[src/timer_two_pkg.sv]
// package for the 16-bit capture / reload / baud timer
// assumes a byte-wide special-register port with byte offsets as below
package timer_two_pkg;
  // register offsets
  localparam logic [7:0] ADDR_CONTROL = 8'hC8;
  localparam logic [7:0] ADDR_MODE = 8'hC9;
  localparam logic [7:0] ADDR_RELOAD_LOW = 8'hCA;
  localparam logic [7:0] ADDR_RELOAD_HIGH = 8'hCB;
  localparam logic [7:0] ADDR_COUNT_LOW = 8'hCC;
  localparam logic [7:0] ADDR_COUNT_HIGH = 8'hCD;
  // control register bit positions
  localparam int BIT_OVF = 7;
  localparam int BIT_EXF = 6;
  localparam int BIT_RXSEL = 5;
  localparam int BIT_TXSEL = 4;
  localparam int BIT_EXEN = 3;
  localparam int BIT_RUN = 2;
  localparam int BIT_CTSEL = 1;
  localparam int BIT_CPRL = 0;
  // mode register bit position
  localparam int BIT_DOWN_COUNT_ENABLE = 0;
  // reset values
  localparam logic [7:0] RST_CONTROL = 8'h00;
  localparam logic [7:0] RST_MODE = 8'h00;
  localparam logic [7:0] RST_BYTE = 8'h00;
  localparam logic [15:0] RST_COUNT = 16'h0000;
  localparam logic [15:0] COUNT_ALL_ONES = 16'hFFFF;
  // baud generator advances once per this many clocks
  localparam int BAUD_DIV = 2;
  // software access bundle
  typedef struct packed {
    logic [7:0] addr;
    logic [7:0] wdata;
    logic wr;
    logic rd;
  } reg_req_t;
  // baud time-base outputs
  typedef struct packed {
    logic rx_tick;
    logic tx_tick;
  } baud_out_t;
endpackage

[src/timer_two.sv]
// 16-bit timer/counter: capture, auto-reload up/down, baud generator
// assumes all inputs synchronous to ref_clk_i; register port answers a
// read in the next cycle; events on event_i are pre-synchronised pulses
//
// Strobed register access was decided locally.
`timescale 1ns/1ns
`default_nettype none
module timer_two (
  input wire logic ref_clk_i,
  input wire logic rstn_i,
  input wire logic clk_en_i,
  input wire timer_two_pkg::reg_req_t req_i,
  output logic [7:0] rdata_o,
  input wire logic trigger_pin_i,
  input wire logic event_i,
  input wire logic timer1_ovf_i,
  output timer_two_pkg::baud_out_t baud_o,
  output logic ovf_flag_o,
  output logic ext_flag_o,
  output logic irq_o
);

  ////////////////////////////////////////////////////////////////////////
  // registers and decode
  logic [7:0] control_reg;
  logic [7:0] mode_reg;
  logic [7:0] reload_low_reg;
  logic [7:0] reload_high_reg;
  logic [15:0] count_reg;
  logic [15:0] count_next;
  logic trig_q_reg;
  logic baud_div_reg;
  logic [7:0] rdata_next;

  logic wr_ctl, wr_mode, wr_rl, wr_rh, wr_cl, wr_ch;
  assign wr_ctl = req_i.wr && (req_i.addr == timer_two_pkg::ADDR_CONTROL);
  assign wr_mode = req_i.wr && (req_i.addr == timer_two_pkg::ADDR_MODE);
  assign wr_rl = req_i.wr && (req_i.addr == timer_two_pkg::ADDR_RELOAD_LOW);
  assign wr_rh = req_i.wr && (req_i.addr == timer_two_pkg::ADDR_RELOAD_HIGH);
  assign wr_cl = req_i.wr && (req_i.addr == timer_two_pkg::ADDR_COUNT_LOW);
  assign wr_ch = req_i.wr && (req_i.addr == timer_two_pkg::ADDR_COUNT_HIGH);

  // control fields
  logic rxsel, txsel, exen, run, ctsel, cprl, down_count_enable, baud_mode;
  assign rxsel = control_reg[timer_two_pkg::BIT_RXSEL];
  assign txsel = control_reg[timer_two_pkg::BIT_TXSEL];
  assign exen = control_reg[timer_two_pkg::BIT_EXEN];
  assign run = control_reg[timer_two_pkg::BIT_RUN];
  assign ctsel = control_reg[timer_two_pkg::BIT_CTSEL];
  assign cprl = control_reg[timer_two_pkg::BIT_CPRL];
  assign down_count_enable = mode_reg[timer_two_pkg::BIT_DOWN_COUNT_ENABLE];
  assign baud_mode = rxsel | txsel;

  ////////////////////////////////////////////////////////////////////////
  // trigger edge and tick generation
  logic fall;
  assign fall = trig_q_reg && !trigger_pin_i;

  // previous pin sample for edge detection
  // resets low, so a pin already low at release is no edge
  always_ff @(posedge ref_clk_i or negedge rstn_i) begin
    if (!rstn_i) begin
      trig_q_reg <= 1'b0;
    end else if (clk_en_i) begin
      trig_q_reg <= trigger_pin_i;
    end
  end

  // baud divider: free-running while in baud mode and running
  always_ff @(posedge ref_clk_i or negedge rstn_i) begin
    if (!rstn_i) begin
      baud_div_reg <= 1'b0;
    end else if (clk_en_i) begin
      if (baud_mode && run) begin
        baud_div_reg <= !baud_div_reg;
      end else begin
        baud_div_reg <= 1'b0;
      end
    end
  end

  logic tick;
  always_comb begin
    if (!run) begin
      tick = 1'b0;
    end else if (baud_mode) begin
      tick = baud_div_reg;
    end else if (ctsel) begin
      tick = event_i;
    end else begin
      tick = 1'b1;
    end
  end

  ////////////////////////////////////////////////////////////////////////
  // counting, overflow, reload
  logic down, ovf, trig_act, reload_trig, capture_trig;
  logic [15:0] reload_val;
  assign reload_val = {reload_high_reg, reload_low_reg};
  // down counting only in reload mode, outside baud mode
  assign down = down_count_enable && !cprl && !baud_mode && trigger_pin_i;
  assign trig_act = fall && exen && !baud_mode;
  // with down count enabled the pin sets direction, not reloads
  assign reload_trig = trig_act && !cprl && !down_count_enable;
  assign capture_trig = trig_act && cprl;

  always_comb begin
    ovf = 1'b0;
    if (tick) begin
      if (down) begin
        ovf = (count_reg == reload_val);
      end else begin
        ovf = (count_reg == timer_two_pkg::COUNT_ALL_ONES);
      end
    end
  end

  // counter byte writes beat reload and tick in the same cycle
  always_comb begin
    count_next = count_reg;
    if (wr_cl) begin
      count_next[7:0] = req_i.wdata;
    end else if (wr_ch) begin
      count_next[15:8] = req_i.wdata;
    end else if (reload_trig) begin
      count_next = reload_val;
    end else if (tick) begin
      if (down) begin
        count_next = ovf ? timer_two_pkg::COUNT_ALL_ONES : count_reg - 16'h0001;
      end else if (ovf && (baud_mode || !cprl)) begin
        count_next = reload_val;
      end else begin
        count_next = count_reg + 16'h0001;
      end
    end
  end

  // counter bytes
  always_ff @(posedge ref_clk_i or negedge rstn_i) begin
    if (!rstn_i) begin
      count_reg <= timer_two_pkg::RST_COUNT;
    end else if (clk_en_i) begin
      count_reg <= count_next;
    end
  end

  // capture/reload bytes; capture wins over a same-cycle write
  always_ff @(posedge ref_clk_i or negedge rstn_i) begin
    if (!rstn_i) begin
      reload_low_reg <= timer_two_pkg::RST_BYTE;
      reload_high_reg <= timer_two_pkg::RST_BYTE;
    end else if (clk_en_i) begin
      if (capture_trig) begin
        reload_low_reg <= count_reg[7:0];
        reload_high_reg <= count_reg[15:8];
      end else begin
        if (wr_rl) begin
          reload_low_reg <= req_i.wdata;
        end
        if (wr_rh) begin
          reload_high_reg <= req_i.wdata;
        end
      end
    end
  end

  ////////////////////////////////////////////////////////////////////////
  // control register and flags; hardware set wins over software clear
  logic set_ovf, set_exf;
  assign set_ovf = ovf && !baud_mode;
  // external flag: trigger in capture, or in reload with down count off, or down-count overflow
  assign set_exf = (trig_act && !down_count_enable) || (trig_act && cprl)
                   || (ovf && down);

  always_ff @(posedge ref_clk_i or negedge rstn_i) begin
    if (!rstn_i) begin
      control_reg <= timer_two_pkg::RST_CONTROL;
    end else if (clk_en_i) begin
      if (wr_ctl) begin
        control_reg <= req_i.wdata;
      end
      if (set_ovf) begin
        control_reg[timer_two_pkg::BIT_OVF] <= 1'b1;
      end
      if (set_exf) begin
        control_reg[timer_two_pkg::BIT_EXF] <= 1'b1;
      end
    end
  end

  // mode register: only the down-count bit is kept
  always_ff @(posedge ref_clk_i or negedge rstn_i) begin
    if (!rstn_i) begin
      mode_reg <= timer_two_pkg::RST_MODE;
    end else if (clk_en_i && wr_mode) begin
      mode_reg <= {7'h00, req_i.wdata[timer_two_pkg::BIT_DOWN_COUNT_ENABLE]};
    end
  end

  ////////////////////////////////////////////////////////////////////////
  // read port, one cycle latency
  // unmapped addresses and idle cycles read as zero
  always_comb begin
    case (req_i.addr)
      timer_two_pkg::ADDR_CONTROL: rdata_next = control_reg;
      timer_two_pkg::ADDR_MODE: rdata_next = mode_reg;
      timer_two_pkg::ADDR_RELOAD_LOW: rdata_next = reload_low_reg;
      timer_two_pkg::ADDR_RELOAD_HIGH: rdata_next = reload_high_reg;
      timer_two_pkg::ADDR_COUNT_LOW: rdata_next = count_reg[7:0];
      timer_two_pkg::ADDR_COUNT_HIGH: rdata_next = count_reg[15:8];
      default: rdata_next = 8'h00;
    endcase
  end

  always_ff @(posedge ref_clk_i or negedge rstn_i) begin
    if (!rstn_i) begin
      rdata_o <= 8'h00;
    end else if (clk_en_i) begin
      rdata_o <= req_i.rd ? rdata_next : 8'h00;
    end
  end

  ////////////////////////////////////////////////////////////////////////
  // baud and flag outputs, registered
  always_ff @(posedge ref_clk_i or negedge rstn_i) begin
    if (!rstn_i) begin
      baud_o <= '0;
      ovf_flag_o <= 1'b0;
      ext_flag_o <= 1'b0;
      irq_o <= 1'b0;
    end else if (clk_en_i) begin
      baud_o.rx_tick <= rxsel ? ovf : timer1_ovf_i;
      baud_o.tx_tick <= txsel ? ovf : timer1_ovf_i;
      ovf_flag_o <= control_reg[timer_two_pkg::BIT_OVF];
      ext_flag_o <= control_reg[timer_two_pkg::BIT_EXF];
      irq_o <= control_reg[timer_two_pkg::BIT_OVF]
               | control_reg[timer_two_pkg::BIT_EXF];
    end
  end

  ////////////////////////////////////////////////////////////////////////
  // edge, reload, flag and direction checks
  // the write strobes to the counter bytes override everything else, so
  // each counting check below leaves those cycles out
  logic count_free;
  assign count_free = clk_en_i && !wr_cl && !wr_ch;
endmodule
`default_nettype wire

[config.mk]
export PLATFORM = sky130hd
export DESIGN_NAME = timer_two
export DESIGN_NICKNAME = d
export VERILOG_FILES = /design/src/timer_two_pkg.sv /design/src/timer_two.sv
export SDC_FILE = /design/constraint.sdc
export NUM_CORES = 1
export LEC_CHECK = 0
export ABC_AREA = 0
export BUFFER_PORTS_ARGS = -buffer_cell sky130_fd_sc_hd__buf_2
export CAP_MARGIN = 5
export CORE_ASPECT_RATIO = 0.7
export CORE_MARGIN = 2
export CORE_UTILIZATION = 50
export DETAILED_ROUTE_END_ITERATION = 8
export HOLD_SLACK_MARGIN = 0.03
export PLACE_DENSITY_LB_ADDON = 0.3
export REMOVE_ABC_BUFFERS = 1
export SYNTH_ARGS = -nofsm -noshare
export SYNTH_HDL_FRONTEND = slang
export SYNTH_SLANG_ARGS = --single-unit
[constraint.sdc]
create_clock -name ref_clk_i -period 4 [get_ports ref_clk_i]
set_input_delay 0.2 -clock ref_clk_i [delete_from_list [all_inputs] [get_ports ref_clk_i]]
set_output_delay 0.2 -clock ref_clk_i [all_outputs]
set_load 0.03 [all_outputs]
# After elaboration in Yosys (flattened, before gate mapping)
# Index checks and enable logic that the tools add are counted.
[word_totals] register_bits=56 latch_bits=0 ramBits=0 romBits=0 inputBits=24 output_inout_bits=13 elab_cells=97 n_memories=0
[op_classes] add_sub_neg=2 multipliers=0 div=0 order_cmp=0 eq_ne=9 n_shift=0 mux=25 bitwise=3 n_reduce_logical=42
[ops] cell="$mux 16" count=5
[ops] cell="$mux 8" count=9
[ops] cell="$eq 8x8->1 const B" count=6
[ops] cell="$pmux 8 s6" count=1
[ops] cell="$logic_and 1x1->1" count=21
[ops] cell="$add 16x1->16 const B" count=1
[ops] cell="$eq 16x16->1" count=1
[ops] cell="$eq 16x16->1 const B" count=1
[ops] cell="$sub 16x1->16 const B" count=1
[ops] cell="$mux 1" count=10
[ops] cell="$reduce_and 2->1" count=5
[ops] cell="$reduce_bool 2->1" count=4
[ops] cell="$reduce_and 3->1" count=2
[ops] cell="$reduce_bool 3->1" count=2
[ops] cell="$logic_not 1->1" count=5
[ops] cell="$logic_or 1x1->1" count=3
[ops] cell="$ne 2x2->1 const B" count=1
[ops] cell="$or 1x1->1" count=2
[ops] cell="$not 1->1" count=1

# Logic depth before layout (Yosys ltp)
[depth] ltp_word=13 ltp_mapped=11 ltp_nobuf=9

# Least setup slack after synthesis
# No wires, ideal clock.
[synth_path] kind="reg-to-reg" from="register control_reg[5]" to="register count_reg[13]" setup_ns=0.082 t_arrival_ns=2.752 required_ns=3.918 setup_slack_ns=1.166 stages_incl_launch_ff=11 path_buffers=2 period_less_slack_ns=2.834 path_cell_list="dfrtp_1 > nor4b_4 > buf_4 > nand2_2 > nor4_2 > o211ai_1 > a2111oi_4 > buf_4 > mux2i_1 > o211ai_1 > a31oi_1"
[synth_between] elab_chain_cells=12 word_cells_on_any_way=21 classes_between="mux (10); bitwise (1); reduce/logical (10)"
[synth_lines] element="from (decl)" line_no="timer_two.sv:25" source="logic [7:0] control_reg;"
[synth_lines] element="from (signal assigned)" line_no="timer_two.sv:177" source="control_reg <= timer_two_pkg::RST_CONTROL;"
[synth_lines] element="from (signal assigned)" line_no="timer_two.sv:180" source="control_reg <= req_i.wdata;"
[synth_lines] element="$or 1x1->1 *" line_no="timer_two.sv:52" source="assign baud_mode = rxsel | txsel;"
[synth_lines] element="$logic_not 1->1" line_no="timer_two.sv:101, timer_two.sv:102"
[synth_lines] element="$logic_and 1x1->1 (2 in a row)" line_no="timer_two.sv:101" source="assign down = down_count_enable && !cprl && !baud_mode && trigger_pin_i;"
[synth_lines] element="$mux 1" line_no="timer_two.sv:110" source="if (down) begin"
[synth_lines] element="$mux 1" line_no="timer_two.sv:109" source="if (tick) begin"
[synth_lines] element="$logic_and 1x1->1" line_no="timer_two.sv:130" source="end else if (ovf && (baud_mode || !cprl)) begin"
[synth_lines] element="$mux 16" line_no="timer_two.sv:130"
[synth_lines] element="$mux 16" line_no="timer_two.sv:128" source="if (down) begin"
[synth_lines] element="$mux 16" line_no="timer_two.sv:127" source="end else if (tick) begin"
[synth_lines] element="$mux 16" line_no="timer_two.sv:125" source="end else if (reload_trig) begin"
[synth_lines] element="$mux 8" line_no="timer_two.sv:123" source="end else if (wr_ch) begin"
[synth_lines] element="to (signal assigned)" line_no="timer_two.sv:141" source="count_reg <= timer_two_pkg::RST_COUNT;"
[synth_lines] element="to (signal assigned)" line_no="timer_two.sv:143" source="count_reg <= count_next;"
[synth_lines] element="to (decl)" line_no="timer_two.sv:29" source="logic [15:0] count_reg;"
# Mark *: on every way between the ends. The rest lies on a longest branch, timed or not. The select of a mux whose other input is x is not followed.
# A chain may end at the register's enable or synchronous reset.

# Worst setup path in the final report
[layout_path] from="register control_reg[5]" to="register count_reg[5]"
[layout_between] elab_chain_cells=13 word_cells_on_any_way=22 classes_between="mux (11); bitwise (1); reduce/logical (10)"
[layout_lines] element="$or 1x1->1 *" line_no="timer_two.sv:52"
[layout_lines] element="$logic_not 1->1" line_no="timer_two.sv:101, timer_two.sv:102"
[layout_lines] element="$logic_and 1x1->1 (2 in a row)" line_no="timer_two.sv:101"
[layout_lines] element="$mux 1" line_no="timer_two.sv:110"
[layout_lines] element="$mux 1" line_no="timer_two.sv:109"
[layout_lines] element="$logic_and 1x1->1" line_no="timer_two.sv:130"
[layout_lines] element="$mux 16" line_no="timer_two.sv:130"
[layout_lines] element="$mux 16" line_no="timer_two.sv:128"
[layout_lines] element="$mux 16" line_no="timer_two.sv:127"
[layout_lines] element="$mux 16" line_no="timer_two.sv:125"
[layout_lines] element="$mux 8" line_no="timer_two.sv:123"
[layout_lines] element="$mux 8" line_no="timer_two.sv:121" source="if (wr_cl) begin"
# Marks and branches as above.

==> flow_metrics.py <==
metrics = {
    "outcome": {
        "status": "complete, no violations",
    },
    "global_routing": {
        "grt-ovfl-total": 0,
        "grt.total_usage_pct": 32.8,
        "grt_max_degree": 57,
        "antenna_found_initial": 0,
        "grt_first_pass_wirelength_mm": 23.0,
        "grt_pass1_vias": 3945,
    },
    "setup_path": {
        "critPathMaxFanout": 15,
        "startpoint_type": "register",
        "end_kind": "register",
        "worstPathRequired_ps": 4210,
        "worstPathArrival_ps": 3490,
        "critPathLaunch": "control_reg[5]",
        "r2r_setup_slack_ps": 720,
        "reg2regPathDepth": 9,
        "critical_path_class": "reg2reg",
        "r2r_start": "control_reg[5]",
    },
    "power_and_ir_drop": {
        "p_leak_uw": 0.00199,
        "power_density_nw_per_um2": 434,
        "total_power_uw": 2080,
        "peakVddDrop_mv": 0.212,
    },
    "timing": {
        "tightestPinTransition_ps": 787,
        "period_share_pct": 82.0,
        "setup_viol": 0,
        "hold_viol_final": 0,
        "fin_worst_skew_ps": 9.11,
        "max_slew_margin_pct": 47.5,
        "max_freq_ghz": 0.305,
        "period_needed_ps": 3280,
        "tns_ps": 0,
        "fin_hold_ws_ps": 17.4,
        "rsz0062_at_grt": "no",
        "maxSlewViolCount": 0,
    },
    "cts": {
        "cts-root-buf": "clkbuf_16",
        "clock_sinks": 56,
        "holdBufCountCts": 0,
        "htreeDepth": 2,
        "cts_tree": "built",
        "cts-resized-gates": 0,
        "postCtsSetupRepairBufs": 0,
        "cts_buffer_depth": 2,
        "cts_buffers": 5,
        "path_clk_slew_ps": 80,
        "insertion_delay_ps": 310,
    },
    "placement": {
        "hpwl_mm": 11.0,
        "dp_cells": 668,
        "io_buffers": 36,
        "place_congestion": 0.989,
    },
    "finish": {
        "final_cell_mix": "58 x nor2_1, 56 x dfrtp_1, 52 x nand2_1",
        "fill_cells": 796,
        "largest_register_ffs": 16,
        "fin_nets": 581,
        "stdcell_count": 676,
        "area_delta_synth_final_pct": 10.1,
        "drive_gt1_share_pct": 14.4,
        "fin_util_pct": 56.6,
        "diodes": 0,
        "final_common_cell": "nor2_1",
    },
    "synth": {
        "yosysSeqAreaShare_pct": 32.3,
        "synth-edff-count": 0,
        "ys_ff_latch": 56,
        "avgSynthCellArea_um2": 8.06,
        "synth_ff_type": "dfrtp_1",
        "synth_cell_types": 58,
        "synth_area_um2": 4340,
        "synth_async_sr_flop_share_pct": 100,
        "yosysWarningCount": 0,
        "synthCells": 539,
    },
    "floorplan": {
        "start_util_pct": 51.4,
        "rows": 28,
        "fp.coreArea_um2": 8440,
        "io-pin-count": 37,
        "die_x_um": 115,
        "fp.dieH_um": 82.0,
        "dieArea_um2": 9460,
    },
    "detailed_routing": {
        "via_count": 4383,
        "drc": 0,
        "wire_per_inst_um": 22.6,
        "m1WireLength_mm": 6.85,
        "routed-wl-met2_mm": 6.03,
        "drtAntennaViolNets": 0,
        "drt-initial-drc-count": 477,
        "routed_via_density": 6.48,
        "drt_pass1_iterations": 5,
        "wl_met3_mm": 2.11,
        "top_layer": "met4",
        "drt-total-wl_mm": 15.3,
    },
    "flow_run": {
        "drv_cap": 0,
    },
    "min_path": {
        "hp-class": "in2async",
    },
}
metal layers:
metal  track usage (%)  vias to the layer above
li1                  -                     1985
met1              48.0                     2065
met2              43.2                      306
met3              14.0                       27
met4              9.04                        0
met5                 0                        -
Yosys cell counts, types with 3 or more instances:
cell type,count,area (µm²)
nor2_1,58,218
dfrtp_1,56,1400
nand2_1,52,195
mux2i_1,31,310
a21oi_1,30,150
o21ai_0,30,150
inv_1,29,109
clkbuf_1,24,90.1
o22ai_1,23,144
a31oi_1,18,113
xnor2_1,17,149
o211ai_1,14,105
mux2_2,13,146
nand3_1,13,65.1
buf_1,12,45.0
a22oi_1,10,75.1
xor2_1,10,87.6
a22o_1,9,78.8
nand2b_1,9,56.3
nand4_1,8,50.1
nor4_1,7,43.8
nor3_1,6,30.0
and2_1,5,31.3
and3_1,5,31.3
a211oi_1,4,30.0
or4_1,4,30.0
buf_4,3,22.5
worst max-delay path, cell delays in order, from the launching register on:
cell      delay (ps)
dfrtp_1          490
nor4b_4          300
buf_4            240
a31oi_1          120
or4_1            540
a31o_1           190
or4_1            600
nand2_2          320
o22ai_1          130
a211oi_1         250
logic make-up after synthesis:
| family | after synthesis | synth area share (%) |
|---|---|---|
| AND/OR/NAND/NOR | 183 | 20.7 |
| AO/OA/AOI/OAI | 157 | 23.8 |
| flip-flops | 56 | 32.3 |
| multiplexers | 45 | 11.0 |
| adder cells (fa/ha/maj) | 2 | 0.576 |
| XOR/XNOR | 27 | 5.44 |
| buffers and inverters | 69 | 6.25 |
final timing paths:
| path | to |
|---|---|
| min | reload_high_reg[7] |
| max in group asynchronous | reload_low_reg[1] |
| min in group ref_clk_i | rdata_o[0] |
| max | count_reg[5] |
| max reg2reg | count_reg[5] |
| min reg2reg | trig_q_reg |
final cells by class:
type	instances	area [µm²]	share of cell area [%]
multi-input cells	414	2670	55.8
flip-flops and latches	56	1400	29.3
repair buffers	49	278	5.81
well taps	120	150	3.14
clock buffers	5	125	2.62
inverters	29	109	2.28
clock inverters	3	47.5	0.995
per-stage QoR:
stage | worst slack, ps | area, µm²
final | 721 | 4780
after global routing | 587 | 4780
after CTS | 773 | 4780
after detailed placement | 797 | 4610
after global placement | 884 | 4610
after floorplan | 44.7 | 4180
where the power goes:
part | leakage, µW | internal [µW] | total (µW) | switching, µW
Clock | 0.0000840 | 299 | 526 | 227
Sequential | 0.000739 | 634 | 882 | 248
Combinational | 0.00117 | 299 | 669 | 370
Power figures use the tool's default switching activity.
